==> config.mk <==
export PLATFORM = sky130hd
export DESIGN_NAME = csdu_top
export DESIGN_NICKNAME = d
export VERILOG_FILES = /design/src/include/csdu_pkg.sv /design/src/hdl/csdu_top.sv /design/src/hdl/csdu_clk_sel.sv /design/src/hdl/csdu_clk_div.sv
export SDC_FILE = /design/constraint.sdc
export NUM_CORES = 1
export LEC_CHECK = 0
export ABC_CLOCK_PERIOD_IN_PS = 2900
export BUFFER_PORTS_ARGS = -buffer_cell sky130_fd_sc_hd__clkbuf_2
export CAP_MARGIN = 15
export CORE_ASPECT_RATIO = 1.2
export CORE_UTILIZATION = 48
export DETAILED_ROUTE_END_ITERATION = 8
export GPL_TIMING_DRIVEN = 0
export MAX_ROUTING_LAYER = met4
export PLACE_DENSITY = 0.7
export SKIP_LAST_GASP = 1
export SLEW_MARGIN = 5
export SYNTH_ARGS = -nofsm -noshare
export SYNTH_HDL_FRONTEND = slang
export SYNTH_SLANG_ARGS = --single-unit
==> constraint.sdc <==
create_clock -name aclk -period 2.9 [get_ports aclk]
set_input_delay 0.29 -clock aclk [delete_from_list [all_inputs] [get_ports aclk]]
set_output_delay 0.29 -clock aclk [all_outputs]
set_load 0.05 [all_outputs]
==> src/include/csdu_pkg.sv <==
// Constants, field layout and types of the clock select and divide unit.
// Assumes a single bus clock domain; source clocks arrive as slow levels.
package csdu_pkg;
   localparam int CSDU_ADDR_W = 10;
   localparam int CSDU_RATIO_W = 8;
   // Register indices; the byte address is four times the index
   localparam logic [7:0] CSDU_IDX_CLK_CTRL = 8'h47;
   localparam logic [7:0] CSDU_IDX_STATUS = 8'h48;
   localparam logic [7:0] CSDU_IDX_MAIN_CTRL = 8'h49;
   localparam logic [7:0] CSDU_IDX_OSC_CTRL = 8'h4a;
   localparam logic [7:0] CSDU_CLK_CTRL_RST = 8'h00;
   localparam logic [7:0] CSDU_MAIN_CTRL_RST = 8'h00;
   localparam logic [7:0] CSDU_OSC_CTRL_RST = 8'h48;
   localparam logic [7:0] CSDU_OSC_CTRL_MASK = 8'h7f;
   // Processor and serial clock control fields
   localparam int CSDU_SPI_DIV_LSB = 5;
   localparam int CSDU_SPI_SEL_BIT = 4;
   localparam int CSDU_CPU_DIV_LSB = 1;
   localparam int CSDU_CPU_SEL_BIT = 0;
   // Main and backend clock control fields
   localparam int CSDU_MCLK_SEL_LSB = 6;
   localparam int CSDU_PRE_LSB = 3;
   localparam int CSDU_BDIV_LSB = 0;
   // Oscillator source control fields
   localparam int CSDU_AUX_SEL_BIT = 6;
   localparam int CSDU_SYS_SEL_BIT = 5;
   localparam int CSDU_BYPASS_BIT = 4;
   localparam int CSDU_DISLVL_BIT = 3;
   localparam int CSDU_DISCAP_BIT = 2;
   localparam int CSDU_XEN_BIT = 1;
   localparam int CSDU_LPDIS_BIT = 0;
   // Synchronised source pins, one bit each
   localparam int CSDU_NUM_SRC = 6;
   typedef enum logic [2:0] {
      CSDU_SRC_LP = 3'h0,
      CSDU_SRC_XOSC = 3'h1,
      CSDU_SRC_PLLAUX = 3'h2,
      CSDU_SRC_EXT = 3'h3,
      CSDU_SRC_REF = 3'h4,
      CSDU_SRC_DIFF = 3'h5
   } csdu_src_t;
   typedef logic [7:0] csdu_byte_t;
   localparam logic [1:0] CSDU_RESP_OKAY = 2'h0;
   localparam logic [1:0] CSDU_RESP_SLVERR = 2'h2;
endpackage

==> src/hdl/csdu_top.sv <==
// Clock select and divide unit with its AXI4-Lite register slave.
// Source clocks are pins, much slower than aclk, synchronised here.
//
// The implementer's own choice: register access over AXI4-Lite.
`timescale 1ns/100ps
module csdu_top #(
   parameter int RATIO_W = csdu_pkg::CSDU_RATIO_W
) (
   input wire logic aclk,
   input wire logic aresetn,
   input wire logic [csdu_pkg::CSDU_ADDR_W-1:0] s_axi_awaddr,
   input wire logic [2:0] s_axi_awprot,
   input wire logic s_axi_awvalid,
   output logic s_axi_awready,
   input wire logic [31:0] s_axi_wdata,
   input wire logic [3:0] s_axi_wstrb,
   input wire logic s_axi_wvalid,
   output logic s_axi_wready,
   output logic [1:0] s_axi_bresp,
   output logic s_axi_bvalid,
   input wire logic s_axi_bready,
   input wire logic [csdu_pkg::CSDU_ADDR_W-1:0] s_axi_araddr,
   input wire logic [2:0] s_axi_arprot,
   input wire logic s_axi_arvalid,
   output logic s_axi_arready,
   output logic [31:0] s_axi_rdata,
   output logic [1:0] s_axi_rresp,
   output logic s_axi_rvalid,
   input wire logic s_axi_rready,
   input wire logic lp_osc_clk,
   input wire logic xosc_clk,
   input wire logic pll_aux_clk,
   input wire logic ext_pin_clk,
   input wire logic ref_clk,
   input wire logic diff_in_clk,
   output logic sys_clk,
   output logic aux_clk,
   output logic cpu_clk,
   output logic spi_master_clk,
   output logic main_clk,
   output logic backend_clk,
   output logic xosc_en,
   output logic xosc_bypass,
   output logic xosc_discap,
   output logic xosc_dislvl,
   output logic lp_osc_disable
);
   import csdu_pkg::*;

   // The processor divider needs two to the seventh in its ratio
   if (RATIO_W < 8)
   begin : g_bad_ratio
      $error("csdu_top: RATIO_W too small for divide by 128");
   end

   // Two-flop synchronisers, one per source pin
   logic [CSDU_NUM_SRC-1:0] pins, sync1_r, sync2_r;
   assign pins = {diff_in_clk, ref_clk, ext_pin_clk, pll_aux_clk,
                  xosc_clk, lp_osc_clk};
   for (genvar i = 0; i < CSDU_NUM_SRC; i++)
   begin : g_sync
      always_ff @(posedge aclk)
      begin
         if (!aresetn)
         begin
            sync1_r[i] <= 1'b0;
            sync2_r[i] <= 1'b0;
         end
         else
         begin
            sync1_r[i] <= pins[i];
            sync2_r[i] <= sync1_r[i];
         end
      end
   end

   // Register file
   csdu_byte_t clk_ctrl_r, clk_ctrl_nxt;
   csdu_byte_t main_ctrl_r, main_ctrl_nxt;
   csdu_byte_t osc_ctrl_r, osc_ctrl_nxt;

   // Write channel: address and data may come in either order
   logic aw_held_r, aw_held_nxt, w_held_r, w_held_nxt;
   logic [7:0] aw_idx_r, aw_idx_nxt;
   csdu_byte_t wdata_r, wdata_nxt;
   logic wstrb_r, wstrb_nxt;
   logic bvalid_r, bvalid_nxt;
   logic [1:0] bresp_r, bresp_nxt;
   logic aw_fire, w_fire, do_write, wr_lane;
   logic [7:0] wr_idx;
   csdu_byte_t wr_data;

   // Read channel
   logic rvalid_r, rvalid_nxt;
   logic [31:0] rdata_r, rdata_nxt;
   logic [1:0] rresp_r, rresp_nxt;
   logic ar_fire;
   logic [7:0] rd_idx;
   csdu_byte_t status;

   assign s_axi_awready = !aw_held_r && !bvalid_r;
   assign s_axi_wready = !w_held_r && !bvalid_r;
   assign s_axi_arready = !rvalid_r;
   assign aw_fire = s_axi_awvalid && s_axi_awready;
   assign w_fire = s_axi_wvalid && s_axi_wready;
   assign ar_fire = s_axi_arvalid && s_axi_arready;
   assign wr_idx = aw_fire ? s_axi_awaddr[9:2] : aw_idx_r;
   assign wr_data = w_fire ? s_axi_wdata[7:0] : wdata_r;
   assign wr_lane = w_fire ? s_axi_wstrb[0] : wstrb_r;
   assign do_write = (aw_held_r || aw_fire) && (w_held_r || w_fire);
   assign rd_idx = s_axi_araddr[9:2];

   always_comb
   begin
      aw_held_nxt = aw_held_r;
      w_held_nxt = w_held_r;
      aw_idx_nxt = aw_idx_r;
      wdata_nxt = wdata_r;
      wstrb_nxt = wstrb_r;
      bvalid_nxt = bvalid_r;
      bresp_nxt = bresp_r;
      clk_ctrl_nxt = clk_ctrl_r;
      main_ctrl_nxt = main_ctrl_r;
      osc_ctrl_nxt = osc_ctrl_r;
      if (aw_fire)
      begin
         aw_held_nxt = 1'b1;
         aw_idx_nxt = s_axi_awaddr[9:2];
      end
      if (w_fire)
      begin
         w_held_nxt = 1'b1;
         wdata_nxt = s_axi_wdata[7:0];
         wstrb_nxt = s_axi_wstrb[0];
      end
      if (bvalid_r && s_axi_bready)
         bvalid_nxt = 1'b0;
      if (do_write)
      begin
         aw_held_nxt = 1'b0;
         w_held_nxt = 1'b0;
         bvalid_nxt = 1'b1;
         bresp_nxt = CSDU_RESP_OKAY;
         // Only byte lane 0 carries register bits
         unique case (wr_idx)
            CSDU_IDX_CLK_CTRL:
            begin
               if (wr_lane)
                  clk_ctrl_nxt = wr_data;
            end
            CSDU_IDX_MAIN_CTRL:
            begin
               if (wr_lane)
                  main_ctrl_nxt = wr_data;
            end
            CSDU_IDX_OSC_CTRL:
            begin
               if (wr_lane)
                  osc_ctrl_nxt = wr_data & CSDU_OSC_CTRL_MASK;
            end
            CSDU_IDX_STATUS: ;
            default: bresp_nxt = CSDU_RESP_SLVERR;
         endcase
      end
   end

   always_ff @(posedge aclk)
   begin
      if (!aresetn)
      begin
         aw_held_r <= 1'b0;
         w_held_r <= 1'b0;
         aw_idx_r <= 8'h00;
         wdata_r <= 8'h00;
         wstrb_r <= 1'b0;
         bvalid_r <= 1'b0;
         bresp_r <= CSDU_RESP_OKAY;
         clk_ctrl_r <= CSDU_CLK_CTRL_RST;
         main_ctrl_r <= CSDU_MAIN_CTRL_RST;
         osc_ctrl_r <= CSDU_OSC_CTRL_RST;
      end
      else
      begin
         aw_held_r <= aw_held_nxt;
         w_held_r <= w_held_nxt;
         aw_idx_r <= aw_idx_nxt;
         wdata_r <= wdata_nxt;
         wstrb_r <= wstrb_nxt;
         bvalid_r <= bvalid_nxt;
         bresp_r <= bresp_nxt;
         clk_ctrl_r <= clk_ctrl_nxt;
         main_ctrl_r <= main_ctrl_nxt;
         osc_ctrl_r <= osc_ctrl_nxt;
      end
   end

   always_comb
   begin
      rvalid_nxt = rvalid_r;
      rdata_nxt = rdata_r;
      rresp_nxt = rresp_r;
      if (rvalid_r && s_axi_rready)
         rvalid_nxt = 1'b0;
      if (ar_fire)
      begin
         rvalid_nxt = 1'b1;
         rresp_nxt = CSDU_RESP_OKAY;
         rdata_nxt = 32'h0000_0000;
         unique case (rd_idx)
            CSDU_IDX_CLK_CTRL: rdata_nxt[7:0] = clk_ctrl_r;
            CSDU_IDX_STATUS: rdata_nxt[7:0] = status;
            CSDU_IDX_MAIN_CTRL: rdata_nxt[7:0] = main_ctrl_r;
            CSDU_IDX_OSC_CTRL: rdata_nxt[7:0] = osc_ctrl_r;
            default: rresp_nxt = CSDU_RESP_SLVERR;
         endcase
      end
   end

   always_ff @(posedge aclk)
   begin
      if (!aresetn)
      begin
         rvalid_r <= 1'b0;
         rdata_r <= 32'h0000_0000;
         rresp_r <= CSDU_RESP_OKAY;
      end
      else
      begin
         rvalid_r <= rvalid_nxt;
         rdata_r <= rdata_nxt;
         rresp_r <= rresp_nxt;
      end
   end

   assign s_axi_bvalid = bvalid_r;
   assign s_axi_bresp = bresp_r;
   assign s_axi_rvalid = rvalid_r;
   assign s_axi_rdata = rdata_r;
   assign s_axi_rresp = rresp_r;

   // Oscillator controls come straight from register bits
   assign xosc_en = osc_ctrl_r[CSDU_XEN_BIT];
   assign xosc_bypass = osc_ctrl_r[CSDU_BYPASS_BIT];
   assign xosc_discap = osc_ctrl_r[CSDU_DISCAP_BIT];
   assign lp_osc_disable = osc_ctrl_r[CSDU_LPDIS_BIT];
   assign xosc_dislvl = osc_ctrl_r[CSDU_DISLVL_BIT];

   // Clock tree: every selector hands over glitch-free
   logic sys_cur, aux_cur, cpu_cur, spi_cur;
   logic [1:0] main_cur, main_req;
   logic cpu_src, spi_src, pre_clk;
   logic spi_run, pre_run, bk_run;
   logic [2:0] spi_code, pre_code, cpu_field, bdiv_code;
   logic [RATIO_W-1:0] cpu_ratio, spi_ratio, pre_ratio, bk_ratio;

   csdu_clk_sel #(.N(2), .SEL_W(1), .RST_SEL(1'b0)) u_sys_sel (
      .aclk(aclk), .aresetn(aresetn),
      .clk_in(sync2_r[CSDU_SRC_XOSC:CSDU_SRC_LP]),
      .sel_req(osc_ctrl_r[CSDU_SYS_SEL_BIT]),
      .cur_sel(sys_cur), .clk_o(sys_clk));
   // Starts on the PLL side and moves to the pin once both inputs and the output are low
   csdu_clk_sel #(.N(2), .SEL_W(1), .RST_SEL(1'b0)) u_aux_sel (
      .aclk(aclk), .aresetn(aresetn),
      .clk_in(sync2_r[CSDU_SRC_EXT:CSDU_SRC_PLLAUX]),
      .sel_req(osc_ctrl_r[CSDU_AUX_SEL_BIT]),
      .cur_sel(aux_cur), .clk_o(aux_clk));
   csdu_clk_sel #(.N(2), .SEL_W(1), .RST_SEL(1'b0)) u_cpu_sel (
      .aclk(aclk), .aresetn(aresetn), .clk_in({aux_clk, sys_clk}),
      .sel_req(clk_ctrl_r[CSDU_CPU_SEL_BIT]),
      .cur_sel(cpu_cur), .clk_o(cpu_src));
   csdu_clk_sel #(.N(2), .SEL_W(1), .RST_SEL(1'b0)) u_spi_sel (
      .aclk(aclk), .aresetn(aresetn), .clk_in({aux_clk, sys_clk}),
      .sel_req(clk_ctrl_r[CSDU_SPI_SEL_BIT]),
      .cur_sel(spi_cur), .clk_o(spi_src));
   // Upper select bit alone picks the differential input
   assign main_req = main_ctrl_r[CSDU_MCLK_SEL_LSB+1] ? 2'h2 :
                     {1'b0, main_ctrl_r[CSDU_MCLK_SEL_LSB]};
   csdu_clk_sel #(.N(3), .SEL_W(2), .RST_SEL(2'h0)) u_main_sel (
      .aclk(aclk), .aresetn(aresetn),
      .clk_in({sync2_r[CSDU_SRC_DIFF], aux_clk, sys_clk}),
      .sel_req(main_req), .cur_sel(main_cur), .clk_o(main_clk));

   assign spi_code = clk_ctrl_r[CSDU_SPI_DIV_LSB +: 3];
   assign cpu_field = clk_ctrl_r[CSDU_CPU_DIV_LSB +: 3];
   assign pre_code = main_ctrl_r[CSDU_PRE_LSB +: 3];
   assign bdiv_code = main_ctrl_r[CSDU_BDIV_LSB +: 3];
   assign cpu_ratio = RATIO_W'(1) << cpu_field;
   assign spi_ratio = (spi_code == 3'h0) ? '0 :
                      RATIO_W'(1) << (spi_code - 3'h1);
   assign pre_ratio = (pre_code == 3'h0) ? '0 :
                      RATIO_W'(1) << (pre_code - 3'h1);
   assign bk_ratio = RATIO_W'(bdiv_code) + RATIO_W'(1);

   csdu_clk_div #(.RATIO_W(RATIO_W)) u_cpu_div (
      .aclk(aclk), .aresetn(aresetn), .src(cpu_src),
      .ratio_req(cpu_ratio), .run_o(), .clk_o(cpu_clk));
   csdu_clk_div #(.RATIO_W(RATIO_W)) u_spi_div (
      .aclk(aclk), .aresetn(aresetn), .src(spi_src),
      .ratio_req(spi_ratio), .run_o(spi_run), .clk_o(spi_master_clk));
   csdu_clk_div #(.RATIO_W(RATIO_W)) u_pre_div (
      .aclk(aclk), .aresetn(aresetn), .src(sync2_r[CSDU_SRC_REF]),
      .ratio_req(pre_ratio), .run_o(pre_run), .clk_o(pre_clk));
   csdu_clk_div #(.RATIO_W(RATIO_W)) u_bk_div (
      .aclk(aclk), .aresetn(aresetn), .src(pre_clk),
      .ratio_req(bk_ratio), .run_o(bk_run), .clk_o(backend_clk));

   // Status shows the system, auxiliary, serial and main selections in force and which of the serial, prescaler and backend dividers run
   assign status = {bk_run, pre_run, spi_run, main_cur, spi_cur,
                    aux_cur ^ cpu_cur ^ cpu_cur, sys_cur};
endmodule // csdu_top

==> src/hdl/csdu_clk_sel.sv <==
// Glitch-free selector of one clock level among several.
// Inputs are levels already synchronised to aclk.
`timescale 1ns/100ps
module csdu_clk_sel #(
   parameter int N = 2,
   parameter int SEL_W = 1,
   parameter logic [SEL_W-1:0] RST_SEL = '0
) (
   input wire logic aclk,
   input wire logic aresetn,
   input wire logic [N-1:0] clk_in,
   input wire logic [SEL_W-1:0] sel_req,
   output logic [SEL_W-1:0] cur_sel,
   output logic clk_o
);
   import csdu_pkg::*;
   logic [SEL_W-1:0] cur_sel_r, cur_sel_nxt;
   logic clk_r, clk_nxt;

   if (N < 2 || N > (1 << SEL_W))
   begin : g_bad_n
      $error("csdu_clk_sel: N does not fit SEL_W");
   end

   // Hand over only while the output and both clocks are low; checking
   // the output too keeps the low phase at two cycles even when the new
   // clock rises right after the switch
   always_comb
   begin
      cur_sel_nxt = cur_sel_r;
      if (sel_req != cur_sel_r && int'(sel_req) < N && !clk_r &&
          !clk_in[cur_sel_r] && !clk_in[sel_req])
         cur_sel_nxt = sel_req;
      clk_nxt = clk_in[cur_sel_nxt];
   end

   always_ff @(posedge aclk)
   begin
      if (!aresetn)
      begin
         cur_sel_r <= RST_SEL;
         clk_r <= 1'b0;
      end
      else
      begin
         cur_sel_r <= cur_sel_nxt;
         clk_r <= clk_nxt;
      end
   end

   assign cur_sel = cur_sel_r;
   assign clk_o = clk_r;
endmodule // csdu_clk_sel

==> src/hdl/csdu_clk_div.sv <==
// Integer clock divider counting both edges of a source level.
// Source must change no faster than every second aclk cycle.
`timescale 1ns/100ps
module csdu_clk_div #(
   parameter int RATIO_W = 8
) (
   input wire logic aclk,
   input wire logic aresetn,
   input wire logic src,
   input wire logic [RATIO_W-1:0] ratio_req,
   output logic run_o,
   output logic clk_o
);
   import csdu_pkg::*;
   logic src_r, src_nxt;
   logic out_r, out_nxt;
   logic [RATIO_W-1:0] cnt_r, cnt_nxt;
   logic [RATIO_W-1:0] ratio_r, ratio_nxt;
   logic edge_seen;

   if (RATIO_W < 1)
   begin : g_bad_ratio
      $error("csdu_clk_div: RATIO_W must be positive");
   end

   // Ratio 0 holds the output low; output toggles every ratio edges
   always_comb
   begin
      src_nxt = src;
      edge_seen = src != src_r;
      out_nxt = out_r;
      cnt_nxt = cnt_r;
      ratio_nxt = ratio_r;
      // New ratio only at a period boundary, never mid half-period
      if (!out_r && cnt_r == '0)
         ratio_nxt = ratio_req;
      if (ratio_r == '0)
      begin
         out_nxt = 1'b0;
         cnt_nxt = '0;
      end
      else if (edge_seen)
      begin
         if (cnt_r == ratio_r - 1'b1)
         begin
            out_nxt = !out_r;
            cnt_nxt = '0;
         end
         else
            cnt_nxt = cnt_r + 1'b1;
      end
   end

   always_ff @(posedge aclk)
   begin
      if (!aresetn)
      begin
         src_r <= 1'b0;
         out_r <= 1'b0;
         cnt_r <= '0;
         ratio_r <= '0;
      end
      else
      begin
         src_r <= src_nxt;
         out_r <= out_nxt;
         cnt_r <= cnt_nxt;
         ratio_r <= ratio_nxt;
      end
   end

   assign run_o = ratio_r != '0;
   assign clk_o = out_r;
endmodule // csdu_clk_div

==> Implementation_results.wiki, run 1 <==
{| class="wikitable"
! Metric !! Value
|-
| Status || complete, no violations
|-
| CP startpoint kind || flip-flop
|-
| Number of input and output port buffers inserted || 63
|-
| Number of clock buffers inserted by TritonCTS || 17
|-
| Total Wirelength || around 16 mm
|-
| Fraction of layout cells with a size suffix above 1 || 15.4%
|-
| Mapped Avg Cell Area || ~8.5 sq um
|-
| Clk buf depth || 2
|-
| Starting Density || 49.6%
|-
| CTS tree || built
|-
| Hold WC Path Type || input port to flip-flop
|-
| Share of the synthesized area in the top cell type || 40.5%
|-
| Total Die Area || ~0.015 sq mm
|-
| First-pass GRT wire length || 26.8 mm
|-
| Cell types occupying the most area after synthesis || sky130_fd_sc_hd__dfxtp_1, sky130_fd_sc_hd__nor2_1, sky130_fd_sc_hd__xor2_1
|-
| Unrepaired setup endpoints after global routing || no
|-
| Final setup violating endpoints || 0
|-
| Cell taking the most area after synthesis || sky130_fd_sc_hd__dfxtp_1
|-
| Number of cells produced by synthesis || 839
|-
| Die X-Extent || between 100 and 150 um
|-
| Hold-fix buffer count after cts || 0
|-
| Total negative setup slack || 0 ps
|-
| Synth warn || 0
|-
| Post-placement worst setup slack || between 600 and 700 ps
|-
| Placed wire-length estimate || around 12 mm
|-
| Max IR drop VDD || approximately 0.42 mV
|-
| Area of the core || 0.0145 sq mm
|-
| Residual DRC || 0
|-
| Slew headroom || 48.9%
|-
| Power per cell area || ~580 mW/mm^2
|-
| Die outline height || between 100 and 150 um
|-
| Post-route core utilization || between 50% and 60%
|-
| Most used standard cells in the synthesized netlist || sky130_fd_sc_hd__dfxtp_1, sky130_fd_sc_hd__nor2_1, sky130_fd_sc_hd__nand2_1
|-
| Rows || 48
|-
| Number of flops mapped to enable cells by yosys || 0
|-
| Peak Freq || ~0.44 GHz
|-
| Pin count of the biggest net entering global routing || 17
|-
| Final period util || 79.0%
|-
| Number of synthesized register bits || ~150
|-
| Setup fix buffers added after clock tree synthesis || 0
|-
| Critical path arrival || about 2600 ps
|-
| Number of optimization iterations in the first detailed-route pass || 5
|-
| Total power || between 0.004 and 0.005 W
|-
| Register cell area after layout || roughly 0.0029 sq mm
|-
| CTS clk-pin slew, worst paths || 60 ps
|-
| I/O pins || 127
|-
| Later-pin clock latency in the skew report || around 430 ps
|-
| Netlist area before placement || slightly above 0.007 sq mm
|-
| Worst-margin pin slew || between 700 and 800 ps
|-
| Cts repair resizes || 0
|-
| Max-Cap Viols || 0
|-
| Max Fanout on Critical Path || 9
|-
| Final ANT Viol Nets || 0
|-
| Flip-flop cell with the highest count after synthesis || sky130_fd_sc_hd__dfxtp_1
|-
| Diode count || 0
|-
| Level count of the clock H-tree || 4
|-
| Cell with the most instances after synthesis || sky130_fd_sc_hd__dfxtp_1
|-
| Overflow left after global routing || 0
|-
| Critical Path End Type || flip-flop
|-
| Number of antenna violations at the first check in global routing || 0
|-
| Smallest setup slack after layout || around 610 ps
|-
| Time the worst path needs with I/O delays and setup || between 2000 and 2500 ps
|-
| Total Nets Final || a little over 1000
|-
| Master cell of the clock root buffer || sky130_fd_sc_hd__clkbuf_16
|-
| Count of unique library cells instantiated by Yosys || 60
|-
| Type of the setup path with the least slack || flip-flop to flip-flop
|-
| Vias/cell || between 5 and 6
|-
| Average detailed-routed wire length per instance || between 10 and 15 um
|-
| Max Clock Skew || between 8 and 9 ps
|-
| Vias || 6000
|-
| Gp weighted congestion || 0.818
|-
| Starting DRC count in detailed routing || a little over 300
|-
| Final count of pins violating max slew || 0
|-
| Vias in the first global route || 5392
|-
| Fraction of synthesis flops using an asynchronous set or reset pin || 0%
|-
| Global-route total usage across every layer || ~23%
|-
| Static leakage power || about 3.6 nW
|-
| Part of the Yosys area used for sequential elements || about two fifths
|-
| Final count of hold timing violations || 0
|-
| Number of filler cells placed in the layout || ~1300
|-
| Required time at the endpoint of the critical path || 3220 ps
|-
| Area of combinational cells with multiple inputs || just under 0.004 sq mm
|-
| CTS Sinks || 145
|-
| Signed area change from the synthesized netlist to the final layout || 18.4%
|}
[where the power goes]
part	internal, W	switching (W)	leakage (nW)
registers	0.00203	0.0000269	1.18
logic	0.000132	0.000282	2.06
clock network	0.00157	0.000862	0.320
[metrics by stage]
step | hold WS, ps | instance area (sq um) | instances
CTS | 33.4 | 8490 | 1159
global route | 56.3 | 8490 | 1159
global placement | 414 | 7830 | 1127
detailed placement | 420 | 7830 | 1127
finish | 45.2 | 8490 | 1159
floorplan | 389 | 7270 | 864
[kinds of logic after synthesis]
family,Yosys count,share of synthesized area (%)
AND/OR/NAND/NOR,352,25.4
flip-flops,145,40.5
AO/OA/AOI/OAI,123,11.0
buffers and inverters,98,6.77
XOR/XNOR,68,8.30
multiplexers,34,4.85
adder cells (fa/ha/maj),18,3.14
other,1,0.0523
[metal layers]
metal,vias to the layer above,share of wire [%],track usage (%)
li1,3050,-,-
met1,2782,45,27.9
met2,149,48,37.2
met3,19,4.9,5.04
met4,0,2.0,8.63
met5,-,0,-
[cell type report]
cell class / instances / area share, %
plain buffers: 64 / 4.21
clock buffers: 19 / 5.33
clock inverters: 13 / 2.43
inverters: 34 / 1.50
multi-input cells: 621 / 45.7
flip-flops and latches: 145 / 34.2
well taps: 200 / 2.95
repair buffers: 63 / 3.71
[sequential cells by signal, summed over array words and instances (netlist names), 2 cells and up]
register and flops:
u_spi_div.ratio_r 8, s_axi_rdata 8, u_main_sel.cur_sel 2, u_cpu_div.ratio_r 8, osc_ctrl_r 7, u_bk_div.cnt_r 8
clk_ctrl_r 8, u_pre_div.cnt_r 8, u_spi_div.cnt_r 8, wdata_r 8, u_cpu_div.cnt_r 8, u_bk_div.ratio_r 4
u_pre_div.ratio_r 8, sync2_r 6, main_ctrl_r 8, aw_idx_r 8, sync1_r 6
[worst max-delay path: stages, from the launching register on]
cell	delay, ps
sky130_fd_sc_hd__dfxtp_1	360
sky130_fd_sc_hd__inv_1	100
sky130_fd_sc_hd__ha_1	140
sky130_fd_sc_hd__clkbuf_1	290
sky130_fd_sc_hd__and2_1	200
sky130_fd_sc_hd__nor3b_1	160
sky130_fd_sc_hd__o21ai_0	120
sky130_fd_sc_hd__a2111oi_2	400
sky130_fd_sc_hd__or2_1	150
sky130_fd_sc_hd__buf_2	180
sky130_fd_sc_hd__nor3_1	70
[worst paths after layout]
| path | startpoint | to | slack (ps) | cells past startpoint |
|---|---|---|---|---|
| worst min-delay path | s_axi_rready | s_axi_rvalid | 50 | 2 |
| worst max register to register | u_spi_div.ratio_r[0] | u_spi_div.cnt_r[0] | 610 | 10 |
| worst min register to register | sync1_r[1] | sync2_r[1] | 430 | 1 |
| worst max-delay path | u_spi_div.ratio_r[0] | u_spi_div.cnt_r[0] | 610 | 10 |
[cell usage in the layout (no fill, tap or decap), types with 18 or more instances in the layout]
master,n
sky130_fd_sc_hd__ha_1,18
sky130_fd_sc_hd__xor2_1,41
sky130_fd_sc_hd__clkbuf_1,28
sky130_fd_sc_hd__clkbuf_2,63
sky130_fd_sc_hd__inv_1,33
sky130_fd_sc_hd__dfxtp_1,145
sky130_fd_sc_hd__and2_1,25
sky130_fd_sc_hd__nand2_1,66
sky130_fd_sc_hd__mux2i_1,30
sky130_fd_sc_hd__nor2_1,102
sky130_fd_sc_hd__a21oi_1,47
sky130_fd_sc_hd__conb_1,26
sky130_fd_sc_hd__buf_4,27
sky130_fd_sc_hd__nand3_1,29
sky130_fd_sc_hd__nor3_1,20
sky130_fd_sc_hd__o21ai_0,21
sky130_fd_sc_hd__xnor2_1,27
Power figures use the tool's default switching activity.
==> run 2, diff against run 1 <==
--- a/config.mk
+++ b/config.mk
@@ -5,7 +5,8 @@
 export SDC_FILE = /design/constraint.sdc
 export NUM_CORES = 1
 export LEC_CHECK = 0
-export ABC_CLOCK_PERIOD_IN_PS = 2900
+export ABC_AREA = 1
+export ABC_CLOCK_PERIOD_IN_PS = 2100
 export BUFFER_PORTS_ARGS = -buffer_cell sky130_fd_sc_hd__clkbuf_2
 export CAP_MARGIN = 15
 export CORE_ASPECT_RATIO = 1.2
@@ -13,7 +14,7 @@
 export DETAILED_ROUTE_END_ITERATION = 8
 export GPL_TIMING_DRIVEN = 0
 export MAX_ROUTING_LAYER = met4
-export PLACE_DENSITY = 0.7
+export PLACE_DENSITY = 0.72
 export SKIP_LAST_GASP = 1
 export SLEW_MARGIN = 5
 export SYNTH_ARGS = -nofsm -noshare
==> constraint.sdc (replaced) <==
create_clock -name aclk -period 2.1 [get_ports aclk]
set_input_delay 0.21 -clock aclk [delete_from_list [all_inputs] [get_ports aclk]]
set_output_delay 0.21 -clock aclk [all_outputs]
set_load 0.05 [all_outputs]
==> run 2 against run 1 <==
Against the previous run: global-route usage down 0.43 points; sequential share of layout area down 2.4 points; non-clock buffer count down 7; combinational power up 130%; sequential power up 40%; critical path type unchanged.
==> Implementation_results.wiki, run 2 <==
{| class="wikitable"
! Metric !! Value
|-
| Status || complete, no violations
|-
| Final period util || 89.9%
|-
| Level count of the clock H-tree || 4
|-
| Peak Freq || about 0.53 GHz
|-
| Number of cells produced by synthesis || 1158
|-
| Signed area change from the synthesized netlist to the final layout || 17.1%
|-
| Total Wirelength || between 15 and 20 mm
|-
| Total Die Area || approximately 0.017 sq mm
|-
| Die outline height || around 140 um
|-
| Count of unique library cells instantiated by Yosys || 41
|-
| Critical path arrival || around 2200 ps
|-
| Global-route total usage across every layer || 22.5%
|-
| WL met3 || 778 um
|-
| Synth warn || 0
|-
| Number of input and output port buffers inserted || 63
|-
| Top metal layer carrying routed signals || met4
|-
| I/O pins || about 130
|-
| Starting DRC count in detailed routing || 318
|-
| Final ANT Viol Nets || 0
|-
| Fraction of synthesis flops using an asynchronous set or reset pin || 0%
|-
| Rows || 50
|-
| Number of flops mapped to enable cells by yosys || 0
|-
| Placed wire-length estimate || between 10 and 15 mm
|-
| Required time at the endpoint of the critical path || between 2000 and 2500 ps
|-
| Total negative setup slack || 0 ps
|-
| Hold WC Path Type || input port to flip-flop
|-
| Max-Cap Viols || 0
|-
| Residual DRC || 0
|-
| Worst-margin pin slew || ~770 ps
|-
| Max Fanout on Critical Path || 7
|-
| Cell types occupying the most area after synthesis || sky130_fd_sc_hd__dfxtp_1, sky130_fd_sc_hd__nand2_1, sky130_fd_sc_hd__inv_1
|-
| First-pass GRT wire length || 29.4 mm
|-
| Crit path cell chain || inv_1 -> ha_1 -> nand2_1 -> inv_1 -> nor2_1 -> nand3_1 -> nor2_1 -> nand3_1 -> o21bai_2 -> nor2_1
|-
| Share of the synthesized area in the top cell type || 37.2%
|-
| Gate family responsible for the most delay along the worst path || simple AND/OR/NAND/NOR gates
|-
| Number of buffer and inverter stages on the critical path || 2
|-
| Number of synthesized register bits || ~150
|-
| Overflow left after global routing || 0
|-
| Most frequent cells in the layout || sky130_fd_sc_hd__nand2_1, sky130_fd_sc_hd__inv_1, sky130_fd_sc_hd__nor2_1
|-
| Flip-flop cell with the highest count after synthesis || sky130_fd_sc_hd__dfxtp_1
|-
| Mapped Avg Cell Area || ~6.7 sq um
|-
| Cell taking the most area after synthesis || sky130_fd_sc_hd__dfxtp_1
|-
| Met2 layer wire length in the routed design || 8.71 mm
|-
| Leading cell type in the layout, fill and taps excluded || sky130_fd_sc_hd__nand2_1
|-
| Design area || about 0.0091 sq mm
|-
| CTS tree || built
|-
| Static leakage power || 4.37 nW
|-
| Cell with the most instances after synthesis || sky130_fd_sc_hd__nand2_1
|-
| Number of clock buffers inserted by TritonCTS || 17
|-
| Setup fix buffers added after clock tree synthesis || 0
|-
| Worst path slowest cell || sky130_fd_sc_hd__dfxtp_1
|-
| Final setup violating endpoints || 0
|-
| Most used standard cells in the synthesized netlist || sky130_fd_sc_hd__nand2_1, sky130_fd_sc_hd__inv_1, sky130_fd_sc_hd__nor2_1
|-
| Total Nets Final || approximately 1400
|-
| Max Clock Skew || 7.95 ps
|-
| Time the worst path needs with I/O delays and setup || roughly 1900 ps
|-
| Critical Path End Type || flip-flop
|-
| CP startpoint kind || flip-flop
|-
| Number of filler cells placed in the layout || ~1600
|-
| Slew headroom || around 48%
|-
| Vias/cell || 4.83
|-
| Later-pin clock latency in the skew report || ~430 ps
|-
| Area of the core || between 0.015 and 0.02 sq mm
|-
| Master cell of the clock root buffer || sky130_fd_sc_hd__clkbuf_16
|-
| Netlist area before placement || a little under 0.008 sq mm
|-
| Slowest cell delay on critical path || 400 ps
|-
| CTS Sinks || between 100 and 150
|-
| Die X-Extent || about 120 um
|-
| CTS clk-pin slew, worst paths || about 70 ps
|-
| Clk buf depth || 2
|-
| Final count of pins violating max slew || 0
|-
| Max IR drop VDD || approximately 0.54 mV
|-
| Diode count || 0
|-
| Length of routed wiring on met1 || 7.88 mm
|-
| Starting Density || approximately half
|-
| Unrepaired setup endpoints after global routing || no
|-
| Total power || approximately 0.0069 W
|-
| Fraction of layout cells with a size suffix above 1 || about an eighth
|-
| Vias in the first global route || ~6500
|-
| Gp weighted congestion || between 0.9 and 1
|-
| Number of optimization iterations in the first detailed-route pass || 5
|-
| Worst path most repeated cell || sky130_fd_sc_hd__nor2_1
|-
| Part of the Yosys area used for sequential elements || between 30 and 40%
|-
| Vias || around 7200
|-
| Number of antenna violations at the first check in global routing || 0
|-
| Type of the setup path with the least slack || flip-flop to flip-flop
|-
| Final count of hold timing violations || 0
|-
| Average detailed-routed wire length per instance || 11.9 um
|-
| Post-detailed-placement cell area || roughly 0.0085 sq mm
|-
| Pin count of the biggest net entering global routing || 17
|-
| Power per cell area || ~750 mW/mm^2
|-
| Worst slack on hold paths || 36.5 ps
|}
[run 2: kinds of logic (layout without fill, tap and decap cells)]
| kind of cell | after synthesis | in the layout | synth area share, % |
|---|---|---|---|
| adder cells (fa/ha/maj) | 18 | 18 | 2.89 |
| XOR/XNOR | 32 | 32 | 3.59 |
| multiplexers | 6 | 6 | 0.770 |
| flip-flops | 145 | 145 | 37.2 |
| other | 1 | 26 | 0.0481 |
| AO/OA/AOI/OAI | 119 | 119 | 8.53 |
| AND/OR/NAND/NOR | 603 | 603 | 33.8 |
| buffers and inverters | 234 | 335 | 13.2 |
[run 2: what timing repair did]
item	4_1_cts	5_1_grt
hold buffers	6	0
resized for setup	0	2
endpoints found under the setup margin	0	14
endpoints found under the hold margin	6	0
[run 2: through the flow]
| step | setup WS (ps) | util (%) | std cells |
|---|---|---|---|
| floorplan | 6.45 | - | 1183 |
| global placement | 90.4 | 53.8 | 1454 |
| detailed placement | 39.7 | 53.8 | 1454 |
| CTS | 24.9 | 57.9 | 1492 |
| global route | 25.2 | 57.9 | 1492 |
| finish | 213 | 57.9 | 1492 |
[run 2: tightest hold or removal path, delay by kind of cell]
family,cells,cell delay [ps]
AO/OA/AOI/OAI,1,70
buffers and inverters,1,80
AND/OR/NAND/NOR,1,80
[run 2: worst paths after layout]
path | startpoint | to | slack (ps) | cells past startpoint
setup / recovery | u_spi_div.ratio_r[0] | u_spi_div.cnt_r[7] | 210 | 10
hold / removal | s_axi_awaddr[6] | aw_idx_r[4] | 40 | 3
setup reg to reg | u_spi_div.ratio_r[0] | u_spi_div.cnt_r[7] | 210 | 10
hold reg to reg | sync1_r[2] | sync2_r[2] | 410 | 2
[run 2: power breakdown]
group          switching (W)  internal [W]  leakage (nW)
clock network        0.00133       0.00169         0.289
registers          0.0000539       0.00284          1.18
logic               0.000673      0.000292          2.90
[run 2: metal layers]
layer / vias to the layer above / GRT usage [%]
met5: - / -
met4: 0 / 7.53
met3: 35 / 4.66
met2: 151 / 39.3
met1: 3203 / 25.6
li1: 3824 / -
[run 2: cell type report]
cell class | instances | area (sq um) | area share (%)
clock buffers | 17 | 425 | 4.66
clock inverters | 15 | 164 | 1.79
multi-input cells | 804 | 3980 | 43.6
flip-flops and latches | 145 | 2900 | 31.8
repair buffers | 69 | 375 | 4.11
inverters | 183 | 687 | 7.52
well taps | 208 | 260 | 2.85
plain buffers | 51 | 340 | 3.73
